<file path="src/include/mges_pkg.sv">
// package for the global mode status block: offsets, codes, field layout
// assumes a 32-bit AXI4-Lite register bus and a same-clock mode sequencer

package mges_pkg;

    // ----------------------------------------------------------------
    // register map (byte addresses, word aligned)
    // ----------------------------------------------------------------
    localparam logic [11:0] MGES_GLOBAL_STATUS_OFS = 12'h000;
    localparam logic [11:0] MGES_EVENT_FLAG_OFS = 12'h004;
    localparam logic [31:0] MGES_FLAG_RESET = 32'h0000_0000;
    localparam logic [31:0] MGES_STATUS_RESET = 32'h0000_0000;
    localparam int MGES_FLAG_MTC_BIT = 0;

    // ----------------------------------------------------------------
    // axi responses
    // ----------------------------------------------------------------
    localparam logic [1:0] MGES_RESP_OKAY = 2'h0;
    localparam logic [1:0] MGES_RESP_DECERR = 2'h3;

    // ----------------------------------------------------------------
    // device operating mode codes
    // ----------------------------------------------------------------
    localparam logic [3:0] MGES_MODE_RESET = 4'h0;
    localparam logic [3:0] MGES_MODE_TEST = 4'h1;
    localparam logic [3:0] MGES_MODE_SAFE = 4'h2;
    localparam logic [3:0] MGES_MODE_DEFAULT_RUN = 4'h3;
    localparam logic [3:0] MGES_MODE_RUN_0 = 4'h4;
    localparam logic [3:0] MGES_MODE_RUN_1 = 4'h5;
    localparam logic [3:0] MGES_MODE_RUN_2 = 4'h6;
    localparam logic [3:0] MGES_MODE_RUN_3 = 4'h7;
    localparam logic [3:0] MGES_MODE_HALT = 4'h8;
    localparam logic [3:0] MGES_MODE_STOP = 4'ha;
    localparam logic [3:0] MGES_MODE_STANDBY = 4'hd;

    // ----------------------------------------------------------------
    // system clock source and flash state codes
    // ----------------------------------------------------------------
    localparam logic [3:0] MGES_CLK_IRC = 4'h0;
    localparam logic [3:0] MGES_CLK_DIV_16M = 4'h1;
    localparam logic [3:0] MGES_CLK_XOSC = 4'h2;
    localparam logic [3:0] MGES_CLK_DIV_XOSC = 4'h3;
    localparam logic [3:0] MGES_CLK_PLL = 4'h4;
    localparam logic [1:0] MGES_FLASH_NONE = 2'h0;
    localparam logic [1:0] MGES_FLASH_POWER_DOWN = 2'h1;
    localparam logic [1:0] MGES_FLASH_LOW_POWER = 2'h2;
    localparam logic [1:0] MGES_FLASH_NORMAL = 2'h3;

    // live state delivered by the mode sequencer (same clock)
    typedef struct packed {
        logic [3:0] current_mode;
        logic [3:0] target_mode;
        logic transition_in_progress;
        logic consumption_status;
        logic regulator_ready_status;
        logic [1:0] data_flash_state;
        logic [1:0] code_flash_state;
        logic [3:0] system_clock_source;
    } mges_seq_t;

    // oscillator and pll stability levels (foreign domain, synchronised)
    typedef struct packed {
        logic pll_stable_status;
        logic crystal_osc_stable_status;
        logic internal_rc_stable_status;
    } mges_osc_t;

    // global status word, bit 31 first (bit 0 of the big-endian view)
    typedef struct packed {
        logic [3:0] current_mode;
        logic transition_in_progress;
        logic consumption_status;
        logic rsv_a;
        logic output_power_down_status;
        logic [2:0] rsv_b;
        logic regulator_ready_status;
        logic [1:0] data_flash_state;
        logic [1:0] code_flash_state;
        logic [7:0] rsv_c;
        logic pll_stable_status;
        logic crystal_osc_stable_status;
        logic internal_rc_stable_status;
        logic rsv_d;
        logic [3:0] system_clock_source;
    } mges_status_t;

    // pad power gating controls
    typedef struct packed {
        logic out_hiz;
        logic drv_off;
        logic nonwake_off;
    } mges_pad_t;

endpackage

</file>
<file path="src/verilog/mges_status.sv">
// global mode status register bank with AXI4-Lite slave and pad gating
// assumes sequencer inputs on CLK; oscillator levels may come from any domain
//
// What this block does
// current operating mode shown as a 4-bit code
// transition bit is 1 while a mode change runs, else 0
// consumption bit: 0 regulator may power down, 1 must stay on
// output power-down bit set when pads hi-z or pad driver off
// safe and test: pad outputs hi-z, pad driver off, inputs untouched
// stop: only the pad driver off, outputs keep their state
// standby: driver and non-wakeup pads unpowered, wakeup config kept
// regulator bit reads 1 when main regulator is ready
// data flash state as 2-bit code, 11 normal and usable
// code flash state with the same 2-bit coding
// pll bit reads 1 while the pll clock is stable
// crystal bit reads 1 while the crystal oscillator is stable
// internal rc bit reads 1 while that oscillator is stable
// active system clock source as 4-bit code
// transition-complete flag on 1 to 0 of transition, not into low power
// status readable as word, half-word or byte, big-endian order
// global status is read-only, writes ignored, fields live
//
// Local design decisions: register access over AXI4-Lite and the address map.

`timescale 1ns/10ps

module mges_status
(
    input wire logic CLK, // 10 MHz system clock
    input wire logic SRST, // synchronous reset, active high
    input mges_pkg::mges_seq_t SEQ_STATUS, // sequencer live state
    input mges_pkg::mges_osc_t OSC_STATUS, // oscillator levels, asynchronous
    input wire logic [11:0] S_AXI_AWADDR, // write address
    input wire logic S_AXI_AWVALID, // write address valid
    output logic S_AXI_AWREADY, // write address ready
    input wire logic [31:0] S_AXI_WDATA, // write data
    input wire logic [3:0] S_AXI_WSTRB, // write strobes
    input wire logic S_AXI_WVALID, // write data valid
    output logic S_AXI_WREADY, // write data ready
    output logic [1:0] S_AXI_BRESP, // write response
    output logic S_AXI_BVALID, // write response valid
    input wire logic S_AXI_BREADY, // write response ready
    input wire logic [11:0] S_AXI_ARADDR, // read address
    input wire logic S_AXI_ARVALID, // read address valid
    output logic S_AXI_ARREADY, // read address ready
    output logic [31:0] S_AXI_RDATA, // read data
    output logic [1:0] S_AXI_RRESP, // read response
    output logic S_AXI_RVALID, // read data valid
    input wire logic S_AXI_RREADY, // read data ready
    output mges_pkg::mges_pad_t PAD_CTRL, // pad gating controls
    output logic MTC_FLAG // transition-complete flag level
);
    import mges_pkg::*;

    // ----------------------------------------------------------------
    // oscillator synchronisers
    // ----------------------------------------------------------------

    mges_osc_t osc_meta;
    mges_osc_t osc_sync;

    // two flops before any logic looks at the oscillator levels
    always_ff @(posedge CLK)
    begin
        if (SRST)
        begin
            osc_meta <= '0;
            osc_sync <= '0;
        end
        else
        begin
            osc_meta <= OSC_STATUS;
            osc_sync <= osc_meta;
        end
    end

    // ----------------------------------------------------------------
    // pad gating per mode
    // ----------------------------------------------------------------

    mges_pad_t next_pad;
    mges_pad_t pad;
    logic pad_power_down;

    // decode the mode into hi-z, driver and non-wakeup power controls
    always_comb
    begin
        next_pad = '0;
        case (SEQ_STATUS.current_mode)
            MGES_MODE_SAFE, MGES_MODE_TEST:
            begin
                next_pad.out_hiz = 1'b1;
                next_pad.drv_off = 1'b1;
            end
            MGES_MODE_STOP:
            begin
                next_pad.drv_off = 1'b1;
            end
            MGES_MODE_STANDBY:
            begin
                next_pad.drv_off = 1'b1;
                next_pad.nonwake_off = 1'b1;
            end
            default:
            begin
                next_pad = '0;
            end
        endcase
    end

    // registered pad controls
    always_ff @(posedge CLK)
    begin
        if (SRST)
        begin
            pad <= '0;
        end
        else
        begin
            pad <= next_pad;
        end
    end

    // status bit follows any hi-z or driver-off gating
    assign pad_power_down = pad.out_hiz | pad.drv_off | pad.nonwake_off;

    // ----------------------------------------------------------------
    // live status word
    // ----------------------------------------------------------------

    mges_status_t next_status;
    mges_status_t status;

    // assemble the word; reserved bits read as zero
    always_comb
    begin
        next_status = '0;
        next_status.current_mode = SEQ_STATUS.current_mode;
        next_status.transition_in_progress = SEQ_STATUS.transition_in_progress;
        next_status.consumption_status = SEQ_STATUS.consumption_status;
        next_status.output_power_down_status = pad_power_down;
        next_status.regulator_ready_status = SEQ_STATUS.regulator_ready_status;
        next_status.data_flash_state = SEQ_STATUS.data_flash_state;
        next_status.code_flash_state = SEQ_STATUS.code_flash_state;
        next_status.pll_stable_status = osc_sync.pll_stable_status;
        next_status.crystal_osc_stable_status = osc_sync.crystal_osc_stable_status;
        next_status.internal_rc_stable_status = osc_sync.internal_rc_stable_status;
        next_status.system_clock_source = SEQ_STATUS.system_clock_source;
    end

    // status sampled every cycle, never written by software
    always_ff @(posedge CLK)
    begin
        if (SRST)
        begin
            status <= MGES_STATUS_RESET;
        end
        else
        begin
            status <= next_status;
        end
    end

    // ----------------------------------------------------------------
    // transition-complete flag
    // ----------------------------------------------------------------

    logic trans_prev;
    logic low_power_target;
    logic mtc_event;
    logic mtc_clear;

    // previous transition level for the falling edge
    always_ff @(posedge CLK)
    begin
        if (SRST)
        begin
            trans_prev <= 1'b0;
        end
        else
        begin
            trans_prev <= SEQ_STATUS.transition_in_progress;
        end
    end

    // no completion event when the transition enters a low-power mode
    assign low_power_target = (SEQ_STATUS.target_mode == MGES_MODE_HALT) ||
                              (SEQ_STATUS.target_mode == MGES_MODE_STOP) ||
                              (SEQ_STATUS.target_mode == MGES_MODE_STANDBY);
    assign mtc_event = trans_prev & ~SEQ_STATUS.transition_in_progress & ~low_power_target;

    // sticky flag, write one to clear, a new event wins over the clear
    always_ff @(posedge CLK)
    begin
        if (SRST)
        begin
            MTC_FLAG <= MGES_FLAG_RESET[MGES_FLAG_MTC_BIT];
        end
        else if (mtc_event)
        begin
            MTC_FLAG <= 1'b1;
        end
        else if (mtc_clear)
        begin
            MTC_FLAG <= 1'b0;
        end
    end

    assign PAD_CTRL = pad;

    // ----------------------------------------------------------------
    // axi4-lite write channel
    // ----------------------------------------------------------------

    logic aw_held;
    logic w_held;
    logic [11:0] aw_addr;
    logic [31:0] w_data;
    logic [3:0] w_strb;
    logic write_go;

    // address and data taken in either order, held until the response
    always_ff @(posedge CLK)
    begin
        if (SRST)
        begin
            aw_held <= 1'b0;
            aw_addr <= '0;
            S_AXI_AWREADY <= 1'b1;
        end
        else if (S_AXI_AWVALID && S_AXI_AWREADY)
        begin
            aw_held <= 1'b1;
            aw_addr <= S_AXI_AWADDR;
            S_AXI_AWREADY <= 1'b0;
        end
        else if (S_AXI_BVALID && S_AXI_BREADY)
        begin
            aw_held <= 1'b0;
            S_AXI_AWREADY <= 1'b1;
        end
    end

    // write data capture
    always_ff @(posedge CLK)
    begin
        if (SRST)
        begin
            w_held <= 1'b0;
            w_data <= '0;
            w_strb <= '0;
            S_AXI_WREADY <= 1'b1;
        end
        else if (S_AXI_WVALID && S_AXI_WREADY)
        begin
            w_held <= 1'b1;
            w_data <= S_AXI_WDATA;
            w_strb <= S_AXI_WSTRB;
            S_AXI_WREADY <= 1'b0;
        end
        else if (S_AXI_BVALID && S_AXI_BREADY)
        begin
            w_held <= 1'b0;
            S_AXI_WREADY <= 1'b1;
        end
    end

    assign write_go = aw_held & w_held & ~S_AXI_BVALID;

    // flag clear only through the byte lane that carries its bit
    assign mtc_clear = write_go && (aw_addr[11:2] == MGES_EVENT_FLAG_OFS[11:2]) &&
                       w_strb[0] && w_data[MGES_FLAG_MTC_BIT];

    // response once both halves are in; status writes are dropped
    always_ff @(posedge CLK)
    begin
        if (SRST)
        begin
            S_AXI_BVALID <= 1'b0;
            S_AXI_BRESP <= MGES_RESP_OKAY;
        end
        else if (write_go)
        begin
            S_AXI_BVALID <= 1'b1;
            if ((aw_addr[11:2] == MGES_GLOBAL_STATUS_OFS[11:2]) ||
                (aw_addr[11:2] == MGES_EVENT_FLAG_OFS[11:2]))
            begin
                S_AXI_BRESP <= MGES_RESP_OKAY;
            end
            else
            begin
                S_AXI_BRESP <= MGES_RESP_DECERR;
            end
        end
        else if (S_AXI_BREADY)
        begin
            S_AXI_BVALID <= 1'b0;
        end
    end

    // ----------------------------------------------------------------
    // axi4-lite read channel
    // ----------------------------------------------------------------

    // whole word returned; narrow reads pick their lanes from it
    always_ff @(posedge CLK)
    begin
        if (SRST)
        begin
            S_AXI_ARREADY <= 1'b1;
            S_AXI_RVALID <= 1'b0;
            S_AXI_RDATA <= '0;
            S_AXI_RRESP <= MGES_RESP_OKAY;
        end
        else if (S_AXI_ARVALID && S_AXI_ARREADY)
        begin
            S_AXI_ARREADY <= 1'b0;
            S_AXI_RVALID <= 1'b1;
            S_AXI_RRESP <= MGES_RESP_OKAY;
            if (S_AXI_ARADDR[11:2] == MGES_GLOBAL_STATUS_OFS[11:2])
            begin
                S_AXI_RDATA <= status;
            end
            else if (S_AXI_ARADDR[11:2] == MGES_EVENT_FLAG_OFS[11:2])
            begin
                S_AXI_RDATA <= {31'h0000_0000, MTC_FLAG};
            end
            else
            begin
                S_AXI_RDATA <= '0;
                S_AXI_RRESP <= MGES_RESP_DECERR;
            end
        end
        else if (S_AXI_RVALID && S_AXI_RREADY)
        begin
            S_AXI_RVALID <= 1'b0;
            S_AXI_ARREADY <= 1'b1;
        end
    end

endmodule

</file>
<file path="config.mk">
export PLATFORM = sky130hd
export DESIGN_NAME = mges_status
export DESIGN_NICKNAME = d
export VERILOG_FILES = /design/src/include/mges_pkg.sv /design/src/verilog/mges_status.sv
export SDC_FILE = /design/constraint.sdc
export NUM_CORES = 1
export LEC_CHECK = 0
export BUFFER_PORTS_ARGS = -buffer_cell sky130_fd_sc_hd__buf_2
export CAP_MARGIN = 15
export CORE_UTILIZATION = 44
export CTS_BUF_LIST = sky130_fd_sc_hd__clkbuf_16
export CTS_CLUSTER_SIZE = 16
export DETAILED_ROUTE_END_ITERATION = 10
export PLACE_DENSITY = 0.79
export SYNTH_ARGS = -nofsm -noshare
export SYNTH_HDL_FRONTEND = slang
export SYNTH_SLANG_ARGS = --single-unit
</file>
<file path="constraint.sdc">
create_clock -name CLK -period 1.5 [get_ports CLK]
set_clock_uncertainty 0.05 [all_clocks]
set_input_delay 0.225 -clock CLK [delete_from_list [all_inputs] [get_ports CLK]]
set_output_delay 0.225 -clock CLK [all_outputs]
set_load 0.005 [all_outputs]
</file>
==> impl_results.md, run 1 <==
* Avg Inst Size Synth at 9.55 µm²
* Asr flop ratio synth at 0%
* Detailed Route Iter0 Violations at 51
* CTS clk-pin slew, worst paths at 0.06 ns
* Yosys warns at 0
* CP startpoint kind: flip-flop
* Setup bufs post-CTS at 0
* Ys flop type: dfxtp_1
* Register area at 1380 µm²
* Final setup fails at 0
* Yosys cell types at 37
* Final Max Slew Viols at 0
* Final hold viol count at 0
* Cells resized by post-CTS repair at 0
* DIE HEIGHT at 77.8 µm
* CP cell instances: and4bb_4 > nand4b_4 > buf_12 > o21ai_0
* H-tree levels at 3
* GRT Util Overall at 17.1%
* Sequential share of power at 46.9%
* Crit-path max cell delay at 0.33 ns
* Vias per cell at 4.57
* Maximum vdd drop at 0.756 mV
* Routability cong. at 0.742
* Switch Pwr at 973 µW
* Register area share after synthesis at 54.6%
* Area Overhead vs Synth at 28.4%
* Initial antenna violation count at 0
* Gr ovfl total at 0
* Comb power frac at 7.6%
* Leak at 0.00147 µW
* Routed vias at 1957
* Largest net degree at the start of global routing at 22
* WL final at 4.74 mm
* Cell Int Power at 3190 µW
* # hold bufs at CTS at 0
* Clock Tree Buf Depth at 2
* Die ar. at 6060 µm²
* DP Cell Count at 412
* Commonest cells post-synth: dfxtp_1, nand2_1, nor2b_1
* CP Class: reg -> reg
* Antenna Violating Nets Remaining at 0
* Cell with the most instances after synthesis: dfxtp_1
* WL per Instance at 11.1 µm
* Fmax at 844 MHz
* Initial Util at 45.7%
* Final min period at 1.18 ns
* DP HPWL at 3.49 mm
* Vias in the first global route at 1859
* Sw frac at 23.4%
* Port bufs at 82
* Slowest CP cell: dfxtp_1
* DRC viols at 0
* Req. time, crit path at 1.70 ns
* Non-Filler Instances at 428
* CTS buffer count at 9
* Yosys reg bits at 69
* # clock sinks at 69
* Synthesized area at 2530 µm²
* Worst Path Max Fanout at 19
* Data arrival, critical path at 1.39 ns
* Antenna cells at 0
* Crit path capture type: flip-flop
* Fillers at 485
* WP buf/inv at 1
* Max Cap Viol at 0
* Rows at 27
* Final net count at 440
* Share of cells above drive strength 1 at 34.3%
* RSZ-0062 raised after global routing: no
* Area leader, netlist: dfxtp_1
* Clock share of power at 45.5%
* CP top delay family: simple AND/OR/NAND/NOR gates
* Clk root buf: clkbuf_16
* Multi-input logic area at 1020 µm²
* Drt pass-1 iters at 5
* Status: finished clean
* Cells after synthesis at 265
* Synth area leaders: dfxtp_1, nand2_1, nor2b_1, nand2b_1, buf_4
* First-pass GRT wire length at 7.91 mm
* Final Cycle Share at 79.0%
* Worst-skew pair later-pin latency at 0.33 ns
* Pwr/cell area at 1280 nW/µm²
* Clock tree from TritonCTS: done
* I/O pins at 134
* EDFF count, synth at 0
* Worst Hold Class: in -> reg
* Synth top area share at 54.6%
* Core Footprint at 5540 µm²
* Die width at 77.8 µm
* Setup TNS Final at 0 ns
[per-stage QoR]
step / hold slack, ns / cell area (µm²) / worst slack (ns) / power, µW / utilization [%]
after floorplan: 0.251 / 2570 / 0.274 / 2190 / -
after global placement: 0.369 / 2970 / 0.250 / 2300 / 53.7
after detailed placement: 0.375 / 2970 / 0.194 / 2310 / 53.7
after CTS: 0.0483 / 3250 / 0.307 / 4220 / 58.6
after global routing: 0.0475 / 3250 / 0.237 / 4340 / 58.6
final: 0.0574 / 3250 / 0.316 / 4160 / 58.6
[final timing paths]
check                                           startpoint                          end  slack [ns]  cells past startpoint
worst max-delay path            S_AXI_ARREADY$_SDFFE_PP1P_  S_AXI_RDATA[6]$_SDFFE_PP0P_        0.32                      4
worst max register to register  S_AXI_ARREADY$_SDFFE_PP1P_  S_AXI_RDATA[6]$_SDFFE_PP0P_        0.32                      4
worst min register to register      osc_meta[1]$_SDFF_PP0_    next_status[6]$_SDFF_PP0_        0.38                      1
worst min-delay path                         OSC_STATUS[0]       osc_meta[0]$_SDFF_PP0_        0.06                      2
[sequential cells by signal, indices dropped and copies added, names as in the netlist, 3 cells and up]
signal and cells:
next_status 3, status 18, S_AXI_RDATA 19, osc_meta 3, aw_addr 10, PAD_CTRL 3
[placed cells by master, fill, tap and decap left out, types with 2 or more instances in the layout]
cell type / n
dfxtp_1: 69
inv_1: 3
nor2_1: 8
nand3_1: 2
nor4_1: 2
and4_1: 2
o21ai_2: 10
nor2b_1: 23
nor3_1: 5
conb_1: 13
clkbuf_16: 9
clkinv_2: 2
buf_4: 6
nand2b_1: 20
o21ai_0: 9
nand2_1: 46
clkinvlp_4: 3
a21oi_1: 18
a21o_1: 2
buf_2: 82
xnor2_1: 2
[power by group through the flow]
stage               Sequential (µW)  Combinational, µW  Clock (µW)
floorplan                      1990                204           0
global placement               1990                309           0
detailed placement             1990                317           0
CTS                            1950                319        1950
global route                   1960                355        2030
finish                         1950                315        1890
[logic make-up after synthesis]
| kind of cell | after synthesis | share of synthesized area, % |
|---|---|---|
| AO/OA/AOI/OAI | 45 | 11.4 |
| AND/OR/NAND/NOR | 118 | 25.8 |
| multiplexers | 1 | 0.396 |
| flip-flops | 69 | 54.6 |
| buffers and inverters | 29 | 7.02 |
| other | 1 | 0.148 |
| XOR/XNOR | 2 | 0.693 |
[per-layer routing]
layer / vias to the layer above / part of all wire (%) / global-route usage, %
li1: 1016 / - / -
met1: 864 / 40 / 17.3
met2: 71 / 50 / 30.4
met3: 6 / 8.1 / 7.53
met4: 0 / 1.3 / 7.36
met5: - / 0 / 0
[area by class of cell]
class / instances / area share (%)
inverters: 3 / 0.347
repair buffers: 89 / 14.6
multi-input cells: 179 / 31.3
clock inverters: 7 / 1.54
flip-flops and latches: 69 / 42.5
clock buffers: 9 / 6.93
well taps: 72 / 2.77
No activity file was read; power rests on OpenSTA's default activity.
==> run 2, diff against run 1 <==
==> constraint.sdc (replaced) <==
create_clock -name CLK -period 1.1 [get_ports CLK]
set_clock_uncertainty 0.05 [all_clocks]
set_input_delay 0.165 -clock CLK [delete_from_list [all_inputs] [get_ports CLK]]
set_output_delay 0.165 -clock CLK [all_outputs]
set_load 0.005 [all_outputs]
==> run 2 against run 1 <==
- the run now ends with setup timing left
- combinational power is 51% higher
- routed wire length is 2.5% higher
- final area is 4.3% higher
- clock power is 42% higher
- die area stayed put
- sequential share of layout area is 1.6 points lower
- non-clock buffer count is 10 higher
- worst hold slack worse by 0.046 ns
- via count is 3.6% higher
- setup slack worse by 0.41 ns
- critical path depth stayed put
- utilization is 2.5 points higher
==> impl_results.md, run 2 (synthesized netlist as in run 1, its figures left out) <==
* Data arrival, critical path at 1.40 ns (about the same)
* GRT Util Overall at 17.7% (+0.60 points)
* Clk root buf: clkbuf_16
* Multi-input logic area at 1040 µm² (+2.5%)
* Max reg flops at 19 (unchanged)
* Finished Cell Area at 3390 µm² (+4.3%)
* Status: complete, but fails checks
* Routing usage on met2 at 29.9% (-0.44 points)
* Met1 GRT Util at 19.3% (+2.0 points)
* Antenna cells at 0 (unchanged)
* Port bufs at 82 (unchanged)
* Final net count at 451 (+2.5%)
* Rows at 27 (unchanged)
* Placed Area at 3030 µm² (+1.8%)
* Area Overhead vs Synth at 34.0%
* Initial Util at 45.7% (unchanged)
* Fillers at 480 (-1.0%)
* Die width at 77.8 µm (unchanged)
* Final min period at 1.20 ns (+0.0121 ns)
* Die ar. at 6060 µm² (unchanged)
* Worst Setup SP: S_AXI_ARREADY$_SDFFE_PP1P_
* Largest net degree at the start of global routing at 29 (+32%)
* Detailed Route Iter0 Violations at 66 (+29%)
* Most common cell after layout, fill and taps aside: buf_2
* Routed vias at 2028 (+3.6%)
* Top Registers: S_AXI_RDATA (19), status (18), aw_addr (10)
* Met3 Track Usage GR at 8.00% (+0.47 points)
* Routability cong. at 0.730 (-1.7%)
* Register area at 1390 µm² (+0.36%)
* Worst Path Max Fanout at 6 (-13)
* Gr ovfl total at 0 (unchanged)
* Most frequent cells in the layout: buf_2, dfxtp_1, nand2_1
* Final Max Slew Viols at 0 (unchanged)
* I/O pins at 134 (unchanged)
* R2r setup slk at -0.1 ns (-0.41 ns)
* Final setup fails at 15 (+15)
* WL final at 4.86 mm (+2.5%)
* Maximum vdd drop at 0.977 mV (+29%)
* DRC viols at 0 (unchanged)
* Global route hottest layer: met2
* DP HPWL at 3.49 mm (+0.16%)
* Antenna Violating Nets Remaining at 0 (unchanged)
* Pwr/cell area at 1720 nW/µm² (+34%)
* Crit path capture type: flip-flop
* Initial antenna violation count at 0 (unchanged)
* HP Start: SEQ_STATUS[9]
* Worst setup margin at -0.0964 ns (-0.412 ns)
* First-pass GRT wire length at 8.09 mm (+2.4%)
* Final Cycle Share at 109% (+30 points)
* H-tree levels at 3 (unchanged)
* Worst-skew pair later-pin latency at 0.32 ns (about the same)
* Max Cap Viol at 0 (unchanged)
* Drt pass-1 iters at 4 (-1)
* Leak at 0.00155 µW (+5.1%)
* Core Footprint at 5540 µm² (unchanged)
* DIE HEIGHT at 77.8 µm (unchanged)
* # clock sinks at 69 (unchanged)
* Largest reg by FF count: S_AXI_RDATA
* Clock Tree Buf Depth at 2 (unchanged)
* Vias in the first global route at 1812 (-2.5%)
* CTS buffer count at 9 (unchanged)
* CTS clk-pin slew, worst paths at 0.05 ns (about the same)
* Req. time, crit path at 1.31 ns (-0.39 ns)
* Vias per cell at 4.64 (+1.5%)
* R2R Path Start: S_AXI_ARREADY$_SDFFE_PP1P_
* Total power at 5820 µW (+40%)
* R2R depth at 4 (unchanged)
* Clock tree from TritonCTS: done
* CP startpoint kind: flip-flop
* WHS Path Cells at 2 (unchanged)
* Hold Path End: status[26]$_SDFF_PP0_
* Worst Hold Class: in -> reg
* CP Class: reg -> reg
* Worst R2R End: S_AXI_RDATA[20]$_SDFFE_PP0P_
* WL per Instance at 11.1 µm (+0.36%)
* Failing checks: setup timing
* Final hold viol count at 0 (unchanged)
* RSZ-0062 raised after global routing: yes
* Share of cells above drive strength 1 at 35.9% (+1.6 points)
* Fmax at 836 MHz (-1.0%)
-- run 2: changes by cell type in the layout (fill, tap and decap cells not counted), moves of 2 or more --
| cell | previous run | this run |
|---|---|---|
| buf_6 | 0 | 3 |
| o21ai_0 | 9 | 5 |
| dfxtp_1 | 69 | 67 |
| o21ai_1 | 0 | 3 |
| dlygate4sd3_1 | 0 | 3 |
| buf_4 | 6 | 9 |
-- run 2: final cells by class --
type                       count  share of cell area [%]
multi-input combinational    180                    30.7
clock buffer                   9                    6.64
sequential                    69                    40.9
inverter                       3                   0.332
tap                           72                    2.66
timing repair buffer          99                    17.2
clock inverter                 5                    1.59
-- run 2: critical path, stage by stage, from the launching register on --
cell and delay, ns:
dfxtp_4 0.34, and4bb_4 0.27, nand4b_4 0.17, buf_6 0.19, o21ai_2 0.11
-- run 2: where the power goes --
part           internal, µW  switching (µW)  total [µW]
Combinational           247             230         476
Clock                  1710             971        2680
Sequential             2610            51.0        2660
Total                  4570            1250        5820
-- run 2: what timing repair did --
action / in CTS / in global routing
endpoints found under the setup margin: 17 / 23
hold buffers: 3 / 0
gates resized for setup: 4 / 6
pin swaps: 2 / 2
hold endpoints to repair: 3 / 0
buffers inserted: 0 / 2
cloned: 1 / 0
-- run 2: per-layer routing --
| layer | wire, µm | part of all wire [%] |
|---|---|---|
| met5 | 0 | 0 |
| met1 | 2040 | 42 |
| met4 | 55 | 1.1 |
| met3 | 314 | 6.5 |
| met2 | 2450 | 50 |
-- run 2: stage by stage --
step,hold slack [ns],setup slack [ns],cells,TNS [ns],utilization (%)
3_5_place_dp,0.329,-0.207,417,-2.57,54.7
5_1_grt,0.00757,-0.156,437,-2.07,61.2
2_1_floorplan,0.191,-0.0351,277,-0.351,-
4_1_cts,0.00197,-0.108,435,-1.06,60.7
3_3_place_gp,0.330,-0.160,417,-1.92,54.7
6_report,0.0110,-0.0964,437,-0.921,61.2
-- run 2: how the worst max path moves through the flow --
stage	depth (start not counted)	slack, ns	end
finish	4	-0.1	S_AXI_RDATA[20]$_SDFFE_PP0P_
CTS	4	-0.11	S_AXI_RDATA[20]$_SDFFE_PP0P_
detailed placement	5	-0.21	S_AXI_RDATA[20]$_SDFFE_PP0P_
global placement	5	-0.16	S_AXI_RDATA[27]$_SDFFE_PP0P_
floorplan	4	-0.04	S_AXI_RDATA[17]$_SDFFE_PP0P_
global route	4	-0.16	S_AXI_RDATA[18]$_SDFFE_PP0P_
==> run 3, diff against run 2 <==
--- a/config.mk
+++ b/config.mk
@@ -7,11 +7,11 @@
 export LEC_CHECK = 0
 export BUFFER_PORTS_ARGS = -buffer_cell sky130_fd_sc_hd__buf_2
 export CAP_MARGIN = 15
-export CORE_UTILIZATION = 44
-export CTS_BUF_LIST = sky130_fd_sc_hd__clkbuf_16
+export CORE_UTILIZATION = 46
+export CTS_BUF_LIST = sky130_fd_sc_hd__clkbuf_8
 export CTS_CLUSTER_SIZE = 16
 export DETAILED_ROUTE_END_ITERATION = 10
-export PLACE_DENSITY = 0.79
+export PLACE_DENSITY = 0.82
 export SYNTH_ARGS = -nofsm -noshare
 export SYNTH_HDL_FRONTEND = slang
 export SYNTH_SLANG_ARGS = --single-unit
==> run 3 against run 2 <==
- global-route usage rose by 1.3 points
- non-clock buffer count is 15 higher
- first-iteration DRC count is 24% lower
- utilization up 6.1 points
- critical path type unchanged
- sequential share of layout area decreased by 1.2 points
- the flow still finishes with violations (setup timing)
- routed wire length rose by 8.9%
==> impl_results.md, run 3 (synthesized netlist as in run 1, its figures left out) <==
* Status: complete, but fails checks
* Failing checks: setup timing
* Most common cell after layout, fill and taps aside: buf_2
* Largest reg by FF count: S_AXI_RDATA
* Final Max Slew Viols at 0 (unchanged)
* Clock Tree Buf Depth at 2 (unchanged)
* Rows at 26 (-3.7%)
* Vias in the first global route at 1966 (+8.5%)
* RSZ-0062 raised after global routing: yes
* Final min period at 1.20 ns (+0.00711 ns)
* Req. time, crit path at 1.32 ns (about the same)
* Crit path capture type: flip-flop
* Initial antenna violation count at 0 (unchanged)
* Final setup fails at 19 (+4)
* CTS buffer count at 9 (unchanged)
* Core Footprint at 5200 µm² (-6.1%)
* Pwr/cell area at 1530 nW/µm² (-11%)
* GRT Util Overall at 19.0% (+1.3 points)
* Share of cells above drive strength 1 at 36.1% (+0.24 points)
* HP Start: S_AXI_AWADDR[5]
* Fillers at 441 (-8.1%)
* Leak at 0.00161 µW (+4.1%)
* Fmax at 831 MHz (-0.59%)
* DP HPWL at 3.50 mm (+0.22%)
* Worst setup margin at -0.103 ns (-0.00711 ns)
* Final net count at 466 (+3.3%)
* Routability cong. at 0.735 (+0.78%)
* Clock tree from TritonCTS: done
* Max Cap Viol at 0 (unchanged)
* R2R Path Start: S_AXI_ARREADY$_SDFFE_PP1P_
* Routed vias at 2062 (+1.7%)
* Antenna Violating Nets Remaining at 0 (unchanged)
* Worst-skew pair later-pin latency at 0.34 ns (+0.02 ns)
* Antenna cells at 0 (unchanged)
* Max reg flops at 19 (unchanged)
* Die ar. at 5800 µm² (-4.2%)
* Multi-input logic area at 1060 µm² (+1.9%)
* DIE HEIGHT at 76.2 µm (-2.1%)
* Initial Util at 48.6% (+2.9 points)
* Port bufs at 82 (unchanged)
* CP startpoint kind: flip-flop
* Worst Path Max Fanout at 6 (unchanged)
* Register area at 1390 µm² (+0.27%)
* Drt pass-1 iters at 4 (unchanged)
* Final Cycle Share at 109% (+0.65 points)
* Vias per cell at 4.56 (-1.7%)
* Most frequent cells in the layout: buf_2, dfxtp_1, nand2_1
* DP Cell Count at 416 (-0.24%)
* WHS Path Cells at 3 (+1)
* Hold Path End: aw_addr[5]$_SDFFE_PP0P_
* Die width at 76.2 µm (-2.1%)
* Data arrival, critical path at 1.43 ns (+0.03 ns)
* DRC viols at 0 (unchanged)
* WL per Instance at 11.7 µm (+5.3%)
* H-tree levels at 3 (unchanged)
* Final hold viol count at 0 (unchanged)
* R2r setup slk at -0.10 ns (about the same)
* Non-Filler Instances at 452 (+3.4%)
* Clk root buf: clkbuf_8
* Top Registers: S_AXI_RDATA (19), status (18), aw_addr (10)
* CTS clk-pin slew, worst paths at 0.07 ns (+0.02 ns)
* # clock sinks at 69 (unchanged)
* Detailed Route Iter0 Violations at 50 (-24%)
* WL final at 5.29 mm (+8.9%)
* R2R depth at 4 (unchanged)
* CP Class: reg -> reg
* Gr ovfl total at 0 (unchanged)
* Worst Hold Class: in -> reg
* First-pass GRT wire length at 8.57 mm (+5.9%)
* Largest net degree at the start of global routing at 28 (-3.4%)
* I/O pins at 134 (unchanged)
* Area Overhead vs Synth at 38.4%
* Pre-CTS setup slack at -0.176 ns (+0.0316 ns)
* Placed Area at 3030 µm² (+0.17%)
* Finished Cell Area at 3500 µm² (+3.3%)
* Worst R2R End: S_AXI_RDATA[20]$_SDFFE_PP0P_
* Maximum vdd drop at 1.39 mV (+42%)
-- run 3: changes by cell type in the layout (fill, tap and decap cells not counted), sizes merged --
cell         previous run  this run
dlygate4sd3             3        17
clkinv                  2         4
clkinvlp                2         0
buf                    96        97
bufinv                  1         2
inv                     3         4
-- run 3: how the worst max path moves through the flow --
stage,from,end,slack (ns),cells past startpoint
6_report,S_AXI_ARREADY$_SDFFE_PP1P_,S_AXI_RDATA[20]$_SDFFE_PP0P_,-0.10,4
5_1_grt,S_AXI_ARREADY$_SDFFE_PP1P_,S_AXI_RDATA[30]$_SDFFE_PP0P_,-0.16,4
4_1_cts,S_AXI_ARREADY$_SDFFE_PP1P_,S_AXI_RDATA[24]$_SDFFE_PP0P_,-0.10,4
3_5_place_dp,S_AXI_ARADDR[8],S_AXI_RDATA[24]$_SDFFE_PP0P_,-0.18,5
3_3_place_gp,S_AXI_ARADDR[8],S_AXI_RDATA[27]$_SDFFE_PP0P_,-0.17,5
2_1_floorplan,S_AXI_ARREADY$_SDFFE_PP1P_,S_AXI_RDATA[17]$_SDFFE_PP0P_,-0.04,4
-- run 3: worst max-delay path, stage by stage, from the launching register on --
cell	delay (ns)
dfxtp_4	0.35
and4bb_4	0.27
nand4b_4	0.16
buf_6	0.19
o21ai_2	0.11
-- run 3: metal layers --
| metal | global-route usage, % | part of all wire, % |
|---|---|---|
| met1 | 20.2 | 43 |
| met2 | 33.4 | 49 |
| met3 | 7.78 | 6.0 |
| met4 | 7.50 | 1.4 |
| met5 | 0 | 0 |
-- run 3: power breakdown --
| part | internal, µW | switching (µW) | total (µW) |
|---|---|---|---|
| Combinational | 285 | 245 | 530 |
| Sequential | 2610 | 56.6 | 2670 |
| Clock | 1270 | 904 | 2170 |
-- run 3: timing repair --
action                                 4_1_cts  5_1_grt
hold buffers                                17        0
pin swaps                                    2        7
setup buffers                                1        2
cloned                                       1        0
setup endpoints to repair                   23       24
gates resized for setup                      9       10
endpoints found under the hold margin       16        0
-- run 3: metrics by stage --
| stage | TNS (ns) | hold slack [ns] | utilization, % | total power, µW |
|---|---|---|---|---|
| finish | -1.34 | 0.0167 | 67.3 | 5370 |
| global route | -2.68 | 0.0147 | 67.3 | 5610 |
| CTS | -1.31 | 0.0000517 | 66.5 | 5410 |
| detailed placement | -2.29 | 0.331 | 58.3 | 3190 |
| global placement | -2.03 | 0.329 | 58.3 | 3170 |
| floorplan | -0.351 | 0.191 | - | 2990 |
-- run 3: area by class of cell --
| class | instances | area share, % |
|---|---|---|
| inverters | 3 | 0.322 |
| clock inverters | 7 | 2.61 |
| repair buffers | 114 | 21.0 |
| clock buffers | 9 | 3.54 |
| well taps | 70 | 2.50 |
| multi-input cells | 180 | 30.3 |
| flip-flops and latches | 69 | 39.7 |
